--- src/design/pin_mux_pkg.sv ---
// shared constants and carrier types for the port pin function mux
package pin_mux_pkg;

  // ----------------------------------------------------------------
  // port widths
  // ----------------------------------------------------------------
  localparam int ANALOG_W = 4;
  localparam int TIMER_W  = 2;
  localparam int SIX_W    = 6;
  localparam int OSC_W    = 3;

  // ----------------------------------------------------------------
  // field positions
  // ----------------------------------------------------------------
  localparam int TMR_CLK_CAP_BIT = 0;
  localparam int TMR_CAP_OUT_BIT = 1;
  localparam int AUX_OUT_BIT     = 2;
  localparam int IRQ_D_BIT       = 1;
  localparam int TXD_BIT         = 3;
  localparam int RXD_BIT         = 4;
  localparam int OSC_IN_BIT      = 0;
  localparam int OSC_OUT_BIT     = 1;
  localparam int OSC_PULL_BIT    = 2;
  localparam int IRQ_N           = 4;

  // ----------------------------------------------------------------
  // reset values: direction 1 = input
  // ----------------------------------------------------------------
  localparam logic [ANALOG_W-1:0] ANALOG_DIR_RST = 4'hf;
  localparam logic [TIMER_W-1:0]  TIMER_DIR_RST  = 2'h3;
  localparam logic [SIX_W-1:0]    SIX_DIR_RST    = 6'h3f;
  localparam logic [OSC_W-1:0]    OSC_DIR_RST    = 3'h7;
  localparam logic [7:0]          ZERO_RST       = 8'h00;

  // ----------------------------------------------------------------
  // edge select encoding
  // ----------------------------------------------------------------
  typedef enum logic [1:0] {
    EDGE_NONE    = 2'h0,
    EDGE_RISE    = 2'h1,
    EDGE_FALL    = 2'h2,
    EDGE_BOTH    = 2'h3
  } edge_sel_t;

  typedef struct packed {
    logic [SIX_W-1:0]    six;
    logic [OSC_W-1:0]    osc;
    logic [TIMER_W-1:0]  tmr;
    logic [ANALOG_W-1:0] ana;
  } port_bits_t;

  typedef struct packed {
    logic tmr_wide_out;
    logic aux_out;
    logic txd;
  } periph_out_t;

endpackage

--- src/design/edge_detect.sv ---
// one external interrupt edge detector
`timescale 1ns/1ps
`default_nettype none
module edge_detect (
  input  wire logic                    ref_clk,
  input  wire logic                    rst,
  input  wire logic                    pin_in,
  input  wire pin_mux_pkg::edge_sel_t  sel,
  output logic                         irq_pulse
);
  logic prev_reg;

  always_ff @(posedge ref_clk) begin
    if (rst) begin
      // start from the pin level, no false edge after reset
      prev_reg  <= pin_in;
      irq_pulse <= 1'b0;
    end else begin
      prev_reg  <= pin_in;
      // rising, falling or both
      irq_pulse <= (sel[0] & pin_in & ~prev_reg) | (sel[1] & ~pin_in & prev_reg);
    end
  end

  rise_edge_a: assert property (@(posedge ref_clk) disable iff (rst)
    (sel == pin_mux_pkg::EDGE_RISE && $rose(pin_in)) |=> irq_pulse)
    else $error("rising edge missed");
  fall_ignore_a: assert property (@(posedge ref_clk) disable iff (rst)
    (sel == pin_mux_pkg::EDGE_RISE && $fell(pin_in)) |=> !irq_pulse)
    else $error("falling edge taken in rise mode");
endmodule // edge_detect
`default_nettype wire

--- src/design/port_bit_cell.sv ---
// one bidirectional port bit with latch, direction and pull-up
`timescale 1ns/1ps
`default_nettype none
module port_bit_cell (
  input  wire logic ref_clk,
  input  wire logic rst,
  input  wire logic dir_in,
  input  wire logic latch_val,
  input  wire logic alt_en,
  input  wire logic alt_val,
  input  wire logic pull_en,
  input  wire logic pad_in,
  output logic      pad_out,
  output logic      pad_oe_n,
  output logic      pad_pull,
  output logic      rd_val
);
  always_ff @(posedge ref_clk) begin
    if (rst) begin
      pad_out  <= 1'b0;
      pad_oe_n <= 1'b1;
      pad_pull <= 1'b0;
      rd_val   <= 1'b0;
    end else begin
      pad_out  <= alt_en ? alt_val : latch_val;
      pad_oe_n <= dir_in;
      pad_pull <= pull_en & dir_in;
      rd_val   <= dir_in ? pad_in : latch_val;
    end
  end
endmodule // port_bit_cell
`default_nettype wire

--- src/design/port_pin_function_mux.sv ---
// port registers for all pins and alternate function routing for the shared pins
`timescale 1ns/1ps
`default_nettype none
module port_pin_function_mux (
  input  wire logic                       ref_clk,
  input  wire logic                       rst,
  // software side
  input  wire logic                       wr_en,
  input  wire pin_mux_pkg::port_bits_t    wr_latch,
  input  wire pin_mux_pkg::port_bits_t    wr_dir,
  input  wire pin_mux_pkg::port_bits_t    wr_pull,
  input  wire logic [3:0]                 wr_analog_mode,
  input  wire logic [2:0]                 wr_alt_en,
  input  wire logic                       wr_osc_mode,
  input  wire logic                       wr_output_only,
  input  wire logic [7:0]                 wr_edge_sel,
  output pin_mux_pkg::port_bits_t         port_read,
  output logic                            reset_shared_input_bit,
  output logic [3:0]                      analog_port_direction_reg,
  // peripheral side
  input  wire pin_mux_pkg::periph_out_t   periph_out,
  output logic [3:0]                      analog_channel_inputs,
  output logic [3:0]                      ext_irq_pulse,
  output logic                            timer_count_clk,
  output logic                            capture_trig_both,
  output logic                            capture_trig_first,
  output logic                            serial_receive_pin,
  output logic                            osc_clk_out,
  output logic                            osc_feedback,
  // pin side
  input  wire pin_mux_pkg::port_bits_t    pad_in,
  input  wire logic                       reset_pin_n,
  output pin_mux_pkg::port_bits_t         pad_out,
  output pin_mux_pkg::port_bits_t         pad_oe_n,
  output pin_mux_pkg::port_bits_t         pad_pull,
  output logic                            output_only_bit
);
  // ----------------------------------------------------------------
  // software registers
  // ----------------------------------------------------------------
  pin_mux_pkg::port_bits_t latch_reg;
  pin_mux_pkg::port_bits_t dir_reg;
  pin_mux_pkg::port_bits_t pull_reg;
  logic [3:0]              analog_mode_reg;
  logic [2:0]              alt_en_reg;
  logic                    osc_mode_reg;
  logic                    timer_clk_sel_reg;
  logic [7:0]              edge_sel_reg;

  always_ff @(posedge ref_clk) begin
    if (rst) begin
      latch_reg <= '0;
      dir_reg   <= {pin_mux_pkg::SIX_DIR_RST, pin_mux_pkg::OSC_DIR_RST,
                    pin_mux_pkg::TIMER_DIR_RST, pin_mux_pkg::ANALOG_DIR_RST};
      pull_reg  <= '0;
    end else if (wr_en) begin
      latch_reg <= wr_latch;
      dir_reg   <= wr_dir;
      pull_reg  <= wr_pull;
      pull_reg.osc[pin_mux_pkg::OSC_PULL_BIT-1:0] <= '0;
    end
  end

  always_ff @(posedge ref_clk) begin
    if (rst) begin
      analog_mode_reg   <= '0;
      alt_en_reg        <= '0;
      osc_mode_reg      <= 1'b0;
      timer_clk_sel_reg <= 1'b0;
      edge_sel_reg      <= pin_mux_pkg::ZERO_RST;
      output_only_bit   <= 1'b0;
    end else if (wr_en) begin
      analog_mode_reg   <= wr_analog_mode;
      alt_en_reg        <= wr_alt_en;
      osc_mode_reg      <= wr_osc_mode;
      timer_clk_sel_reg <= wr_edge_sel[0];
      edge_sel_reg      <= wr_edge_sel;
      output_only_bit   <= wr_output_only;
    end
  end

  always_ff @(posedge ref_clk) begin
    if (rst) begin
      analog_port_direction_reg <= pin_mux_pkg::ANALOG_DIR_RST;
    end else begin
      analog_port_direction_reg <= dir_reg.ana;
    end
  end

  // ----------------------------------------------------------------
  // pin cells
  // ----------------------------------------------------------------
  localparam int NBITS = $bits(pin_mux_pkg::port_bits_t);
  logic [NBITS-1:0] alt_en_vec;
  logic [NBITS-1:0] alt_val_vec;
  logic [NBITS-1:0] dir_eff;
  pin_mux_pkg::port_bits_t rd_vec;

  always_comb begin
    alt_en_vec  = '0;
    alt_val_vec = '0;
    dir_eff     = dir_reg;
    // analog channels force the pin to input
    dir_eff[pin_mux_pkg::ANALOG_W-1:0] = dir_reg.ana | analog_mode_reg;
    // oscillator pins taken from port use
    if (osc_mode_reg) begin
      dir_eff[pin_mux_pkg::ANALOG_W+pin_mux_pkg::TIMER_W+pin_mux_pkg::OSC_OUT_BIT] = 1'b1;
      dir_eff[pin_mux_pkg::ANALOG_W+pin_mux_pkg::TIMER_W+pin_mux_pkg::OSC_IN_BIT]  = 1'b1;
    end
    alt_en_vec[pin_mux_pkg::ANALOG_W+pin_mux_pkg::TMR_CAP_OUT_BIT]  = alt_en_reg[0];
    alt_val_vec[pin_mux_pkg::ANALOG_W+pin_mux_pkg::TMR_CAP_OUT_BIT] = periph_out.tmr_wide_out;
    alt_en_vec[NBITS-pin_mux_pkg::SIX_W+pin_mux_pkg::AUX_OUT_BIT]   = alt_en_reg[1];
    alt_val_vec[NBITS-pin_mux_pkg::SIX_W+pin_mux_pkg::AUX_OUT_BIT]  = periph_out.aux_out;
    alt_en_vec[NBITS-pin_mux_pkg::SIX_W+pin_mux_pkg::TXD_BIT]       = alt_en_reg[2];
    alt_val_vec[NBITS-pin_mux_pkg::SIX_W+pin_mux_pkg::TXD_BIT]      = periph_out.txd;
  end

  genvar g;
  generate
    for (g = 0; g < NBITS; g++) begin : g_cell
      port_bit_cell u_cell (
        .ref_clk   (ref_clk),
        .rst       (rst),
        .dir_in    (dir_eff[g]),
        .latch_val (latch_reg[g]),
        .alt_en    (alt_en_vec[g]),
        .alt_val   (alt_val_vec[g]),
        .pull_en   (pull_reg[g]),
        .pad_in    (pad_in[g]),
        .pad_out   (pad_out[g]),
        .pad_oe_n  (pad_oe_n[g]),
        .pad_pull  (pad_pull[g]),
        .rd_val    (rd_vec[g])
      );
    end
  endgenerate

  assign port_read = rd_vec;

  // ----------------------------------------------------------------
  // inward alternate functions
  // ----------------------------------------------------------------
  always_ff @(posedge ref_clk) begin
    if (rst) begin
      analog_channel_inputs  <= '0;
      timer_count_clk        <= 1'b0;
      capture_trig_both      <= 1'b0;
      capture_trig_first     <= 1'b0;
      serial_receive_pin     <= 1'b1;
      osc_clk_out            <= 1'b0;
      osc_feedback           <= 1'b0;
      reset_shared_input_bit <= 1'b1;
    end else begin
      analog_channel_inputs  <= pad_in.ana & analog_mode_reg;
      timer_count_clk        <= timer_clk_sel_reg & pad_in.tmr[pin_mux_pkg::TMR_CLK_CAP_BIT];
      capture_trig_both      <= ~timer_clk_sel_reg & pad_in.tmr[pin_mux_pkg::TMR_CLK_CAP_BIT];
      capture_trig_first     <= pad_in.tmr[pin_mux_pkg::TMR_CAP_OUT_BIT];
      serial_receive_pin     <= pad_in.six[pin_mux_pkg::RXD_BIT];
      osc_clk_out            <= osc_mode_reg & pad_in.osc[pin_mux_pkg::OSC_IN_BIT];
      osc_feedback           <= osc_mode_reg & ~pad_in.osc[pin_mux_pkg::OSC_IN_BIT];
      reset_shared_input_bit <= reset_pin_n;
    end
  end

  // ----------------------------------------------------------------
  // external interrupt edge detection
  // ----------------------------------------------------------------
  logic [pin_mux_pkg::IRQ_N-1:0] irq_src;
  assign irq_src = {pad_in.six[pin_mux_pkg::IRQ_D_BIT], pad_in.tmr[pin_mux_pkg::TMR_CAP_OUT_BIT],
                    pad_in.six[pin_mux_pkg::TXD_BIT], pad_in.tmr[pin_mux_pkg::TMR_CLK_CAP_BIT]};

  generate
    for (g = 0; g < pin_mux_pkg::IRQ_N; g++) begin : g_irq
      edge_detect u_edge (
        .ref_clk   (ref_clk),
        .rst       (rst),
        .pin_in    (irq_src[g]),
        .sel       (pin_mux_pkg::edge_sel_t'(edge_sel_reg[2*g+:2])),
        .irq_pulse (ext_irq_pulse[g])
      );
    end
  endgenerate

  // ----------------------------------------------------------------
  // checks
  // ----------------------------------------------------------------
  reset_input_a: assert property (@(posedge ref_clk) $past(rst) |-> pad_oe_n == '1)
    else $error("pin driven after reset");
  analog_in_a: assert property (@(posedge ref_clk) disable iff (rst)
    analog_mode_reg[0] |=> pad_oe_n[0])
    else $error("analog pin driven");
  pull_third_a: assert property (@(posedge ref_clk) disable iff (rst)
    !pad_pull.osc[pin_mux_pkg::OSC_IN_BIT] && !pad_pull.osc[pin_mux_pkg::OSC_OUT_BIT])
    else $error("pull-up on oscillator pin");
  txd_drive_a: assert property (@(posedge ref_clk) disable iff (rst)
    alt_en_reg[2] |=> pad_out[NBITS-pin_mux_pkg::SIX_W+pin_mux_pkg::TXD_BIT] == $past(periph_out.txd))
    else $error("transmit not on pin");
  rxd_pass_a: assert property (@(posedge ref_clk) disable iff (rst)
    1'b1 |=> serial_receive_pin == $past(pad_in.six[pin_mux_pkg::RXD_BIT]))
    else $error("receive data lost");
  cap_first_a: assert property (@(posedge ref_clk) disable iff (rst)
    1'b1 |=> capture_trig_first == $past(pad_in.tmr[pin_mux_pkg::TMR_CAP_OUT_BIT]))
    else $error("capture trigger lost");
  clk_excl_a: assert property (@(posedge ref_clk) disable iff (rst)
    !(timer_count_clk && capture_trig_both))
    else $error("count clock and capture both active");
  dir_out_a: assert property (@(posedge ref_clk) disable iff (rst)
    (wr_en && !wr_dir.six[0]) |=> ##1 !pad_oe_n[NBITS-pin_mux_pkg::SIX_W])
    else $error("six-bit port not driven");
  reset_pin_a: assert property (@(posedge ref_clk) disable iff (rst)
    !reset_pin_n |=> !reset_shared_input_bit)
    else $error("reset pin level lost");

  cov_txd_c:  cover property (@(posedge ref_clk) alt_en_reg[2] && !pad_oe_n[NBITS-3]);
  cov_irq_c:  cover property (@(posedge ref_clk) ext_irq_pulse[0]);
  cov_ana_c:  cover property (@(posedge ref_clk) analog_mode_reg == 4'hf);
  cov_osc_c:  cover property (@(posedge ref_clk) osc_mode_reg && osc_clk_out);
endmodule // port_pin_function_mux
`default_nettype wire

--- config.mk ---
export PLATFORM = sky130hd
export DESIGN_NAME = port_pin_function_mux
export DESIGN_NICKNAME = d
export VERILOG_FILES = /design/src/design/pin_mux_pkg.sv /design/src/design/edge_detect.sv /design/src/design/port_bit_cell.sv /design/src/design/port_pin_function_mux.sv
export SDC_FILE = /design/constraint.sdc
export NUM_CORES = 1
export LEC_CHECK = 0
export ABC_CLOCK_PERIOD_IN_PS = 1900
export CORE_MARGIN = 10
export CORE_UTILIZATION = 55
export DETAILED_ROUTE_END_ITERATION = 7
export DONT_BUFFER_PORTS = 1
export HOLD_SLACK_MARGIN = 0.15
export PLACE_DENSITY = 0.69
export SLEW_MARGIN = 20
export SYNTH_ARGS = -nofsm -noshare
export SYNTH_HDL_FRONTEND = slang
export SYNTH_SLANG_ARGS = --single-unit
--- constraint.sdc ---
create_clock -name ref_clk -period 1.9 [get_ports ref_clk]
set_input_delay 0.38 -clock ref_clk [delete_from_list [all_inputs] [get_ports ref_clk]]
set_output_delay 0.38 -clock ref_clk [all_outputs]
set_load 0.02 [all_outputs]
==> run_results.csv, run 1 <==
group,metric,value,unit
floorplan,die_w,116,µm
place,gp_congestion,0.739,
cts,htreeDepth,4,
cts,cts_setup_buffers,0,
synthesis,syn-mean-instance-area,10.9,µm²
synthesis,yosys.area_share.adder,0,%
synthesis,synth_top_family_by_area,"simple AND/OR/NAND/NOR gates",
synthesis,synth_top_area_share,55.8,%
cts,cts_buffers,17,
synthesis,synthSimpleGateAreaFrac,15.7,%
cts,clock_sinks,141,
place,post-place-ws,0.886,ns
place,numPortBuffers,0,
synthesis,synth_area,5060,µm²
floorplan,io_pins,164,
synthesis,ys_ff_latch,141,
synthesis,synth-compound-area-share,3.39,%
synthesis,ys_seq_area_share,55.8,%
cts,cts_hold_buf,105,
synthesis,synth_cell_types,20,
run_status,tool.error,"[ERROR RSZ-0060] Max buffer count reached.",
place,hpwl,6560,µm
synthesis,synthTopCellsByArea,"dfxtp_1, mux2i_1, buf_4",
floorplan,floorplan.initialDensity,57.2,%
synthesis,synth_cells,466,
floorplan,die_y,116,µm
synthesis,synth-xor-area-share,0,%
synthesis,yosys_warnings,0,
run_status,flow.stopped_at,"clock tree synthesis",
cts,cts_resized,0,
run_status,outcome,"did not finish",
cts,cts_buffer_depth,2,
synthesis,synth_area_leader_cell,"dfxtp_1",
place,place_area,4550,µm²
floorplan,row_count,34,
cts,cts-root-buf,"clkbuf_8",
synthesis,synth_mux_area_share,12.2,%
==> synthesized netlist by cell type (all sizes together) <==
cell type  instances
nor2b             32
or3b               2
mux2i             57
and2               4
or2               15
or3                6
o21ai              2
and3b              2
nand3b             8
a211o             15
mux2               4
a21oi              6
dfxtp            141
buf               86
nand2              9
nor3b              6
conb               1
nor2              70
==> cell families after synthesis <==
group           count (synthesis)
simple gates                  154
flops                         141
buf+inv                        86
mux                            61
compound gates                 23
other cells                     1
==> per-stage QoR <==
| step | utilization [%] | std cells |
|---|---|---|
| 3_3_place_gp | 51.4 | 489 |
| 2_1_floorplan | - | 467 |
| 3_5_place_dp | 51.4 | 489 |
==> run 2: changes to the inputs <==
--- a/config.mk
+++ b/config.mk
@@ -7,11 +7,10 @@
 export LEC_CHECK = 0
 export ABC_CLOCK_PERIOD_IN_PS = 1900
 export CORE_MARGIN = 10
-export CORE_UTILIZATION = 55
+export CORE_UTILIZATION = 40
 export DETAILED_ROUTE_END_ITERATION = 7
 export DONT_BUFFER_PORTS = 1
-export HOLD_SLACK_MARGIN = 0.15
-export PLACE_DENSITY = 0.69
+export PLACE_DENSITY_LB_ADDON = 0.15
 export SLEW_MARGIN = 20
 export SYNTH_ARGS = -nofsm -noshare
 export SYNTH_HDL_FRONTEND = slang
==> run_results.csv, run 2 <==
group,metric,value,unit
routing,drcViolationCount,0,
setup_path,required,1.52,ns
cts,cts_resized,0,
layout,regArea,2820,µm²
global_route,grt_pass1_vias,2767,
cts,cts-root-buf,"clkbuf_16",
synthesis,ys_seq_area_share,55.8,%
place,numPortBuffers,0,
sta,setup_viol,0,
synthesis,synth_edf_count,0,
floorplan,coreArea,12500,µm²
routing,routed-wl-met2,4790,µm
cts,clock_sinks,141,
pwr,p_leak,2.18,nW
routing,top_layer,"met4",
global_route,grt_pass1_wl,16000,µm
layout,utilization,41.7,%
layout,layout_commonest_cell,"dfxtp_1",
routing,wl_met1,4450,µm
cts,clk_pin_slew_worst_paths,0.05,ns
layout,nFillCells,1241,
synthesis,async_flop_share,0,%
synthesis,syn-mean-instance-area,10.9,µm²
floorplan,die_y,132,µm
sta,finalCritPeriodShare,65.8,%
sta,min_period,1.25,ns
setup_path,regToRegSetupSlack,0.93,ns
routing,met3_length,879,µm
setup_path,worst_setup_path_start_kind,"flip-flop",
job,cap_viol_max_count,0,
global_route,grt_usage,11.8,%
layout,nNetsFinal,488,
routing,via_per_inst,4.54,
layout,area.growth.synth_to_final,3.22,%
layout,drive_gt1_share,7.69,%
synthesis,synth_ff_type,"dfxtp_1",
cts,cts_tree,"built",
setup_path,cp.arrival,0.87,ns
setup_path,critPathMaxFanout,1,
place,gp_congestion,0.744,
synthesis,synth_cell_types,20,
global_route,grt_max_degree,134,
hold_path,hold_path_class,"primary input to flip-flop",
synthesis,synthTopCellsByArea,"dfxtp_1, mux2i_1, buf_4",
cts,cts_buffer_depth,2,
routing,vias,2672,
layout,final_cell_mix,"dfxtp_1, nor2_1, mux2i_1",
synthesis,synth_area,5060,µm²
layout,antenna_cells,0,
floorplan,io_pins,164,
sta,final.setup_skew,0.00601,ns
floorplan,row_count,41,
routing,drt_iter0_drc,132,
sta,slew_violations,0,
place,hpwl,6980,µm
synthesis,yosys-top-cells-count,"dfxtp_1, nor2_1, buf_4",
routing,wl,10300,µm
global_route,grt.overflow.total,0,
cts,insertion_delay,0.41,ns
synthesis,yosys_warnings,0,
floorplan,floorplan.initialDensity,40.4,%
routing,ant_nets,0,
synthesis,synth_cells,466,
global_route,antenna_found_initial,0,
pwr,p_per_area,1260,nW/µm²
run_status,outcome,"finished, final reports clean",
setup_path,end_kind,"output pin",
cts,htreeDepth,4,
sta,fmax,800,MHz
cts,cts_buffers,17,
synthesis,ys_ff_latch,141,
sta,tns,0,ns
synthesis,synth_top_area_share,55.8,%
sta,hold_violations,0,
layout,multi_input_area,1590,µm²
routing,wl_per_cell,17.4,µm
synthesis,synth.most_common_cell,"dfxtp_1",
floorplan,die_w,132,µm
sta,rsz0062_at_grt,"no",
pwr,ir_drop,540,µV
routing,dr.pass1.iters,4,
setup_path,worstSetupPathType,"flip-flop to output pin",
synthesis,synth_area_leader_cell,"dfxtp_1",
floorplan,die_area,17500,µm²
-- run 2: power by group --
part	switching, mW	internal, mW
Clock	1.14	1.92
Combinational	0.0723	0.143
Sequential	0.193	3.12
-- run 2: logic make-up after synthesis --
group                  share of synthesized area [%]
AND/OR/NAND/NOR                                 15.7
flip-flops                                      55.8
multiplexers                                    12.2
other                                         0.0741
AO/OA/AOI/OAI                                   3.39
buffers and inverters                           12.9
-- run 2: per-layer routing --
| metal | track usage, % | vias up |
|---|---|---|
| met5 | 0 | - |
| met4 | 5.87 | 0 |
| met3 | 6.43 | 9 |
| met2 | 17.7 | 95 |
| met1 | 13.4 | 1239 |
| li1 | - | 1329 |
-- run 2: through the flow --
| stage | total power, mW | setup slack (ns) | instance area [µm²] | hold WS [ns] | std cells |
|---|---|---|---|---|---|
| 6_report | 6.59 | 0.650 | 5220 | 0.0386 | 588 |
| 3_5_place_dp | 3.59 | 0.941 | 4630 | 0.408 | 553 |
| 3_3_place_gp | 3.58 | 0.947 | 4630 | 0.408 | 553 |
| 2_1_floorplan | 3.70 | 0.839 | 5060 | 0.408 | 467 |
| 4_1_cts | 6.70 | 0.613 | 5220 | 0.00906 | 588 |
| 5_1_grt | 6.87 | 0.596 | 5220 | 0.0131 | 588 |
-- run 2: final cells by class --
cell class	count	share of cell area (%)
multi-input combinational	240	30.4
tap	172	4.12
clock buffer	24	9.42
sequential	141	54.1
timing repair buffer	4	0.767
clock inverter	7	1.20
-- run 2: final timing paths --
path | endpoint | cells past startpoint | start
worst min register to register | g_cell[10].u_cell.pad_pull | 2 | pull_reg[10]
worst max-delay path | reset_shared_input_bit | 0 | reset_shared_input_bit
worst min-delay path | osc_feedback | 1 | pad_in[6]
worst max register to register | g_cell[2].u_cell.rd_val | 2 | analog_mode_reg[2]
-- run 2: repair_timing --
item	4_1_cts	5_1_grt
setup buffers	0	0
setup endpoints to repair	0	0
hold buffers	4	0
hold endpoints to repair	4	0
Power figures use the tool's default switching activity.
==> run 3: changes to the inputs <==
--- a/config.mk
+++ b/config.mk
@@ -5,7 +5,7 @@
 export SDC_FILE = /design/constraint.sdc
 export NUM_CORES = 1
 export LEC_CHECK = 0
-export ABC_CLOCK_PERIOD_IN_PS = 1900
+export ABC_CLOCK_PERIOD_IN_PS = 1300
 export CORE_MARGIN = 10
 export CORE_UTILIZATION = 40
 export DETAILED_ROUTE_END_ITERATION = 7
==> constraint.sdc (replaced) <==
create_clock -name ref_clk -period 1.3 [get_ports ref_clk]
set_input_delay 0.26 -clock ref_clk [delete_from_list [all_inputs] [get_ports ref_clk]]
set_output_delay 0.26 -clock ref_clk [all_outputs]
set_load 0.02 [all_outputs]
==> run_results.csv, run 3 (synthesis results as in run 2) <==
group,metric,value,unit
global_route,grt.busiest_layer,"met2",
pwr,p_clk_share,50.5,%
setup_path,timing.rr.end,"output_only_bit",
cts,cts_tree,"built",
routing,drt_iter0_drc,114,
hold_path,hold_path.startpoint,"pad_in[14]",
cts,clock_sinks,141,
setup_path,cp.arrival,1.60,ns
routing,ant_nets,0,
layout,final_cell_mix,"dfxtp_1, dlygate4sd3_1, nor2_1",
sta,fmax,801,MHz
setup_path,r2r_cells,3,
cts,htreeDepth,4,
place,dp.cells,553,
setup_path,worstReg2RegStart,"output_only_bit",
global_route,grt_usage,13.5,%
floorplan,coreArea,12500,µm²
sta,tns,0,ns
cts,insertion_delay,0.41,ns
layout,nFillCells,1157,
pwr,seqPwrFrac,44.0,%
floorplan,floorplan.initialDensity,40.4,%
layout,layout_commonest_cell,"dfxtp_1",
place,hpwl,6980,µm
setup_path,regToRegSetupSlack,0.05,ns
sta,tightestPinTransition,0.882,ns
layout,antenna_cells,0,
routing,wl_per_cell,16.9,µm
layout,regArea,2830,µm²
cts,cts-root-buf,"clkbuf_16",
floorplan,die_y,132,µm
global_route,met1_usage,15.6,%
floorplan,die_w,132,µm
routing,vias,3119,
cts,cts_buffer_depth,2,
sta,rsz0062_at_grt,"no",
setup_path,worst_setup_path_start_kind,"flip-flop",
global_route,use_met3,6.59,%
place,numPortBuffers,0,
cts,cts_buffers,17,
global_route,use_met2,21.0,%
sta,finalCritPeriodShare,96.0,%
pwr,power.switching,2.24,mW
sta,setup_viol,0,
run_status,outcome,"finished, final reports clean",
setup_path,worstSetupPathType,"flip-flop to flip-flop",
hold_path,hold_path_class,"primary input to flip-flop",
floorplan,io_pins,164,
global_route,grt_pass1_wl,18400,µm
job,cap_viol_max_count,0,
cts,clk_pin_slew_worst_paths,0.06,ns
sta,hold_violations,0,
setup_path,critPathMaxFanout,2,
routing,wl,11700,µm
floorplan,die_area,17500,µm²
layout,nNetsFinal,590,
routing,dr.pass1.iters,4,
pwr,p_per_area,1720,nW/µm²
layout,multi_input_area,1590,µm²
pwr,p_leak,2.86,nW
sta,final.setup_skew,0.00683,ns
layout,finalNonFillerCells,691,
global_route,grt_max_degree,80,
global_route,grt.overflow.total,0,
floorplan,row_count,41,
setup_path,required,1.66,ns
pwr,ir_drop,791,µV
sta,min_period,1.25,ns
pwr,p_int,8.78,mW
global_route,antenna_found_initial,0,
routing,drcViolationCount,0,
sta,slew_violations,0,
routing,via_per_inst,4.51,
global_route,grt_pass1_vias,3227,
pwr,swShare,20.3,%
hold_path,hold_depth,2,
layout,drive_gt1_share,9.25,%
pwr,power_frac_comb,5.5,%
hold_path,min_to,"g_cell[14].u_cell.rd_val",
layout,area.growth.synth_to_final,26.9,%
sta,slew_headroom,41.2,%
place,gp_congestion,0.753,
setup_path,end_kind,"flip-flop",
==> run 3: cell types whose count changed in the layout (fill, tap and decap cells not counted), sizes merged <==
cell and change:
dlygate4sd3 +96, bufinv +5, dlymetal6s4s +4, clkinv -3
buf +2, clkbuf -2, inv +1
==> run 3: worst max path at each step <==
stage	startpoint	to	slack (ns)	depth (start not counted)
final	output_only_bit	output_only_bit	0.05	3
after global routing	analog_mode_reg[3]	g_cell[3].u_cell.pad_pull	0.001	3
after detailed placement	analog_mode_reg[2]	g_cell[2].u_cell.rd_val	0.33	2
after floorplan	wr_en	dir_eff[4]	0.36	3
after CTS	dir_eff[5]	g_cell[5].u_cell.rd_val	0.01	3
after global placement	analog_mode_reg[1]	g_cell[1].u_cell.rd_val	0.35	2
==> run 3: critical path, stage by stage (launching register included) <==
cell and delay [ns]:
dfxtp_1 0.45, mux2i_1 0.11, nor2_1 0.09, dlygate4sd3_1 0.54
==> run 3: through the flow <==
stage	hold WS, ns	setup slack [ns]	utilization, %	power, mW	cell area (µm²)
2_1_floorplan	0.288	0.359	-	5.41	5060
4_1_cts	0.00274	0.00951	51.0	11.1	6380
3_3_place_gp	0.288	0.352	37.0	5.24	4630
3_5_place_dp	0.288	0.327	37.0	5.25	4630
5_1_grt	0.0354	0.000953	51.3	11.4	6420
6_report	0.0302	0.0521	51.3	11.0	6420
==> run 3: area by class of cell <==
| class | count | share of cell area, % |
|---|---|---|
| clock buffers | 22 | 7.54 |
| clock inverters | 10 | 3.22 |
| multi-input cells | 240 | 24.8 |
| flip-flops and latches | 141 | 44.1 |
| well taps | 172 | 3.35 |
| repair buffers | 106 | 16.9 |
==> run 3: timing repair <==
| item | CTS | global route |
|---|---|---|
| resized for setup | 0 | 15 |
| buffers inserted | 0 | 1 |
| hold buffers | 105 | 0 |
| endpoints found under the setup margin | 0 | 25 |
| endpoints found under the hold margin | 133 | 0 |
==> run 3: power by group through the flow <==
stage	clock network [mW]	registers (mW)	logic, mW
6_report	5.56	4.85	0.604
5_1_grt	5.88	4.88	0.673
4_1_cts	5.70	4.85	0.599
3_5_place_dp	0	4.94	0.310
3_3_place_gp	0	4.94	0.300
2_1_floorplan	0	4.76	0.652
==> run 3: per-layer routing <==
layer  up-vias  wire length [µm]
met5         -                 0
met4         0               160
met3         9               944
met2        98              5640
met1      1471              4930
li1       1541                 -
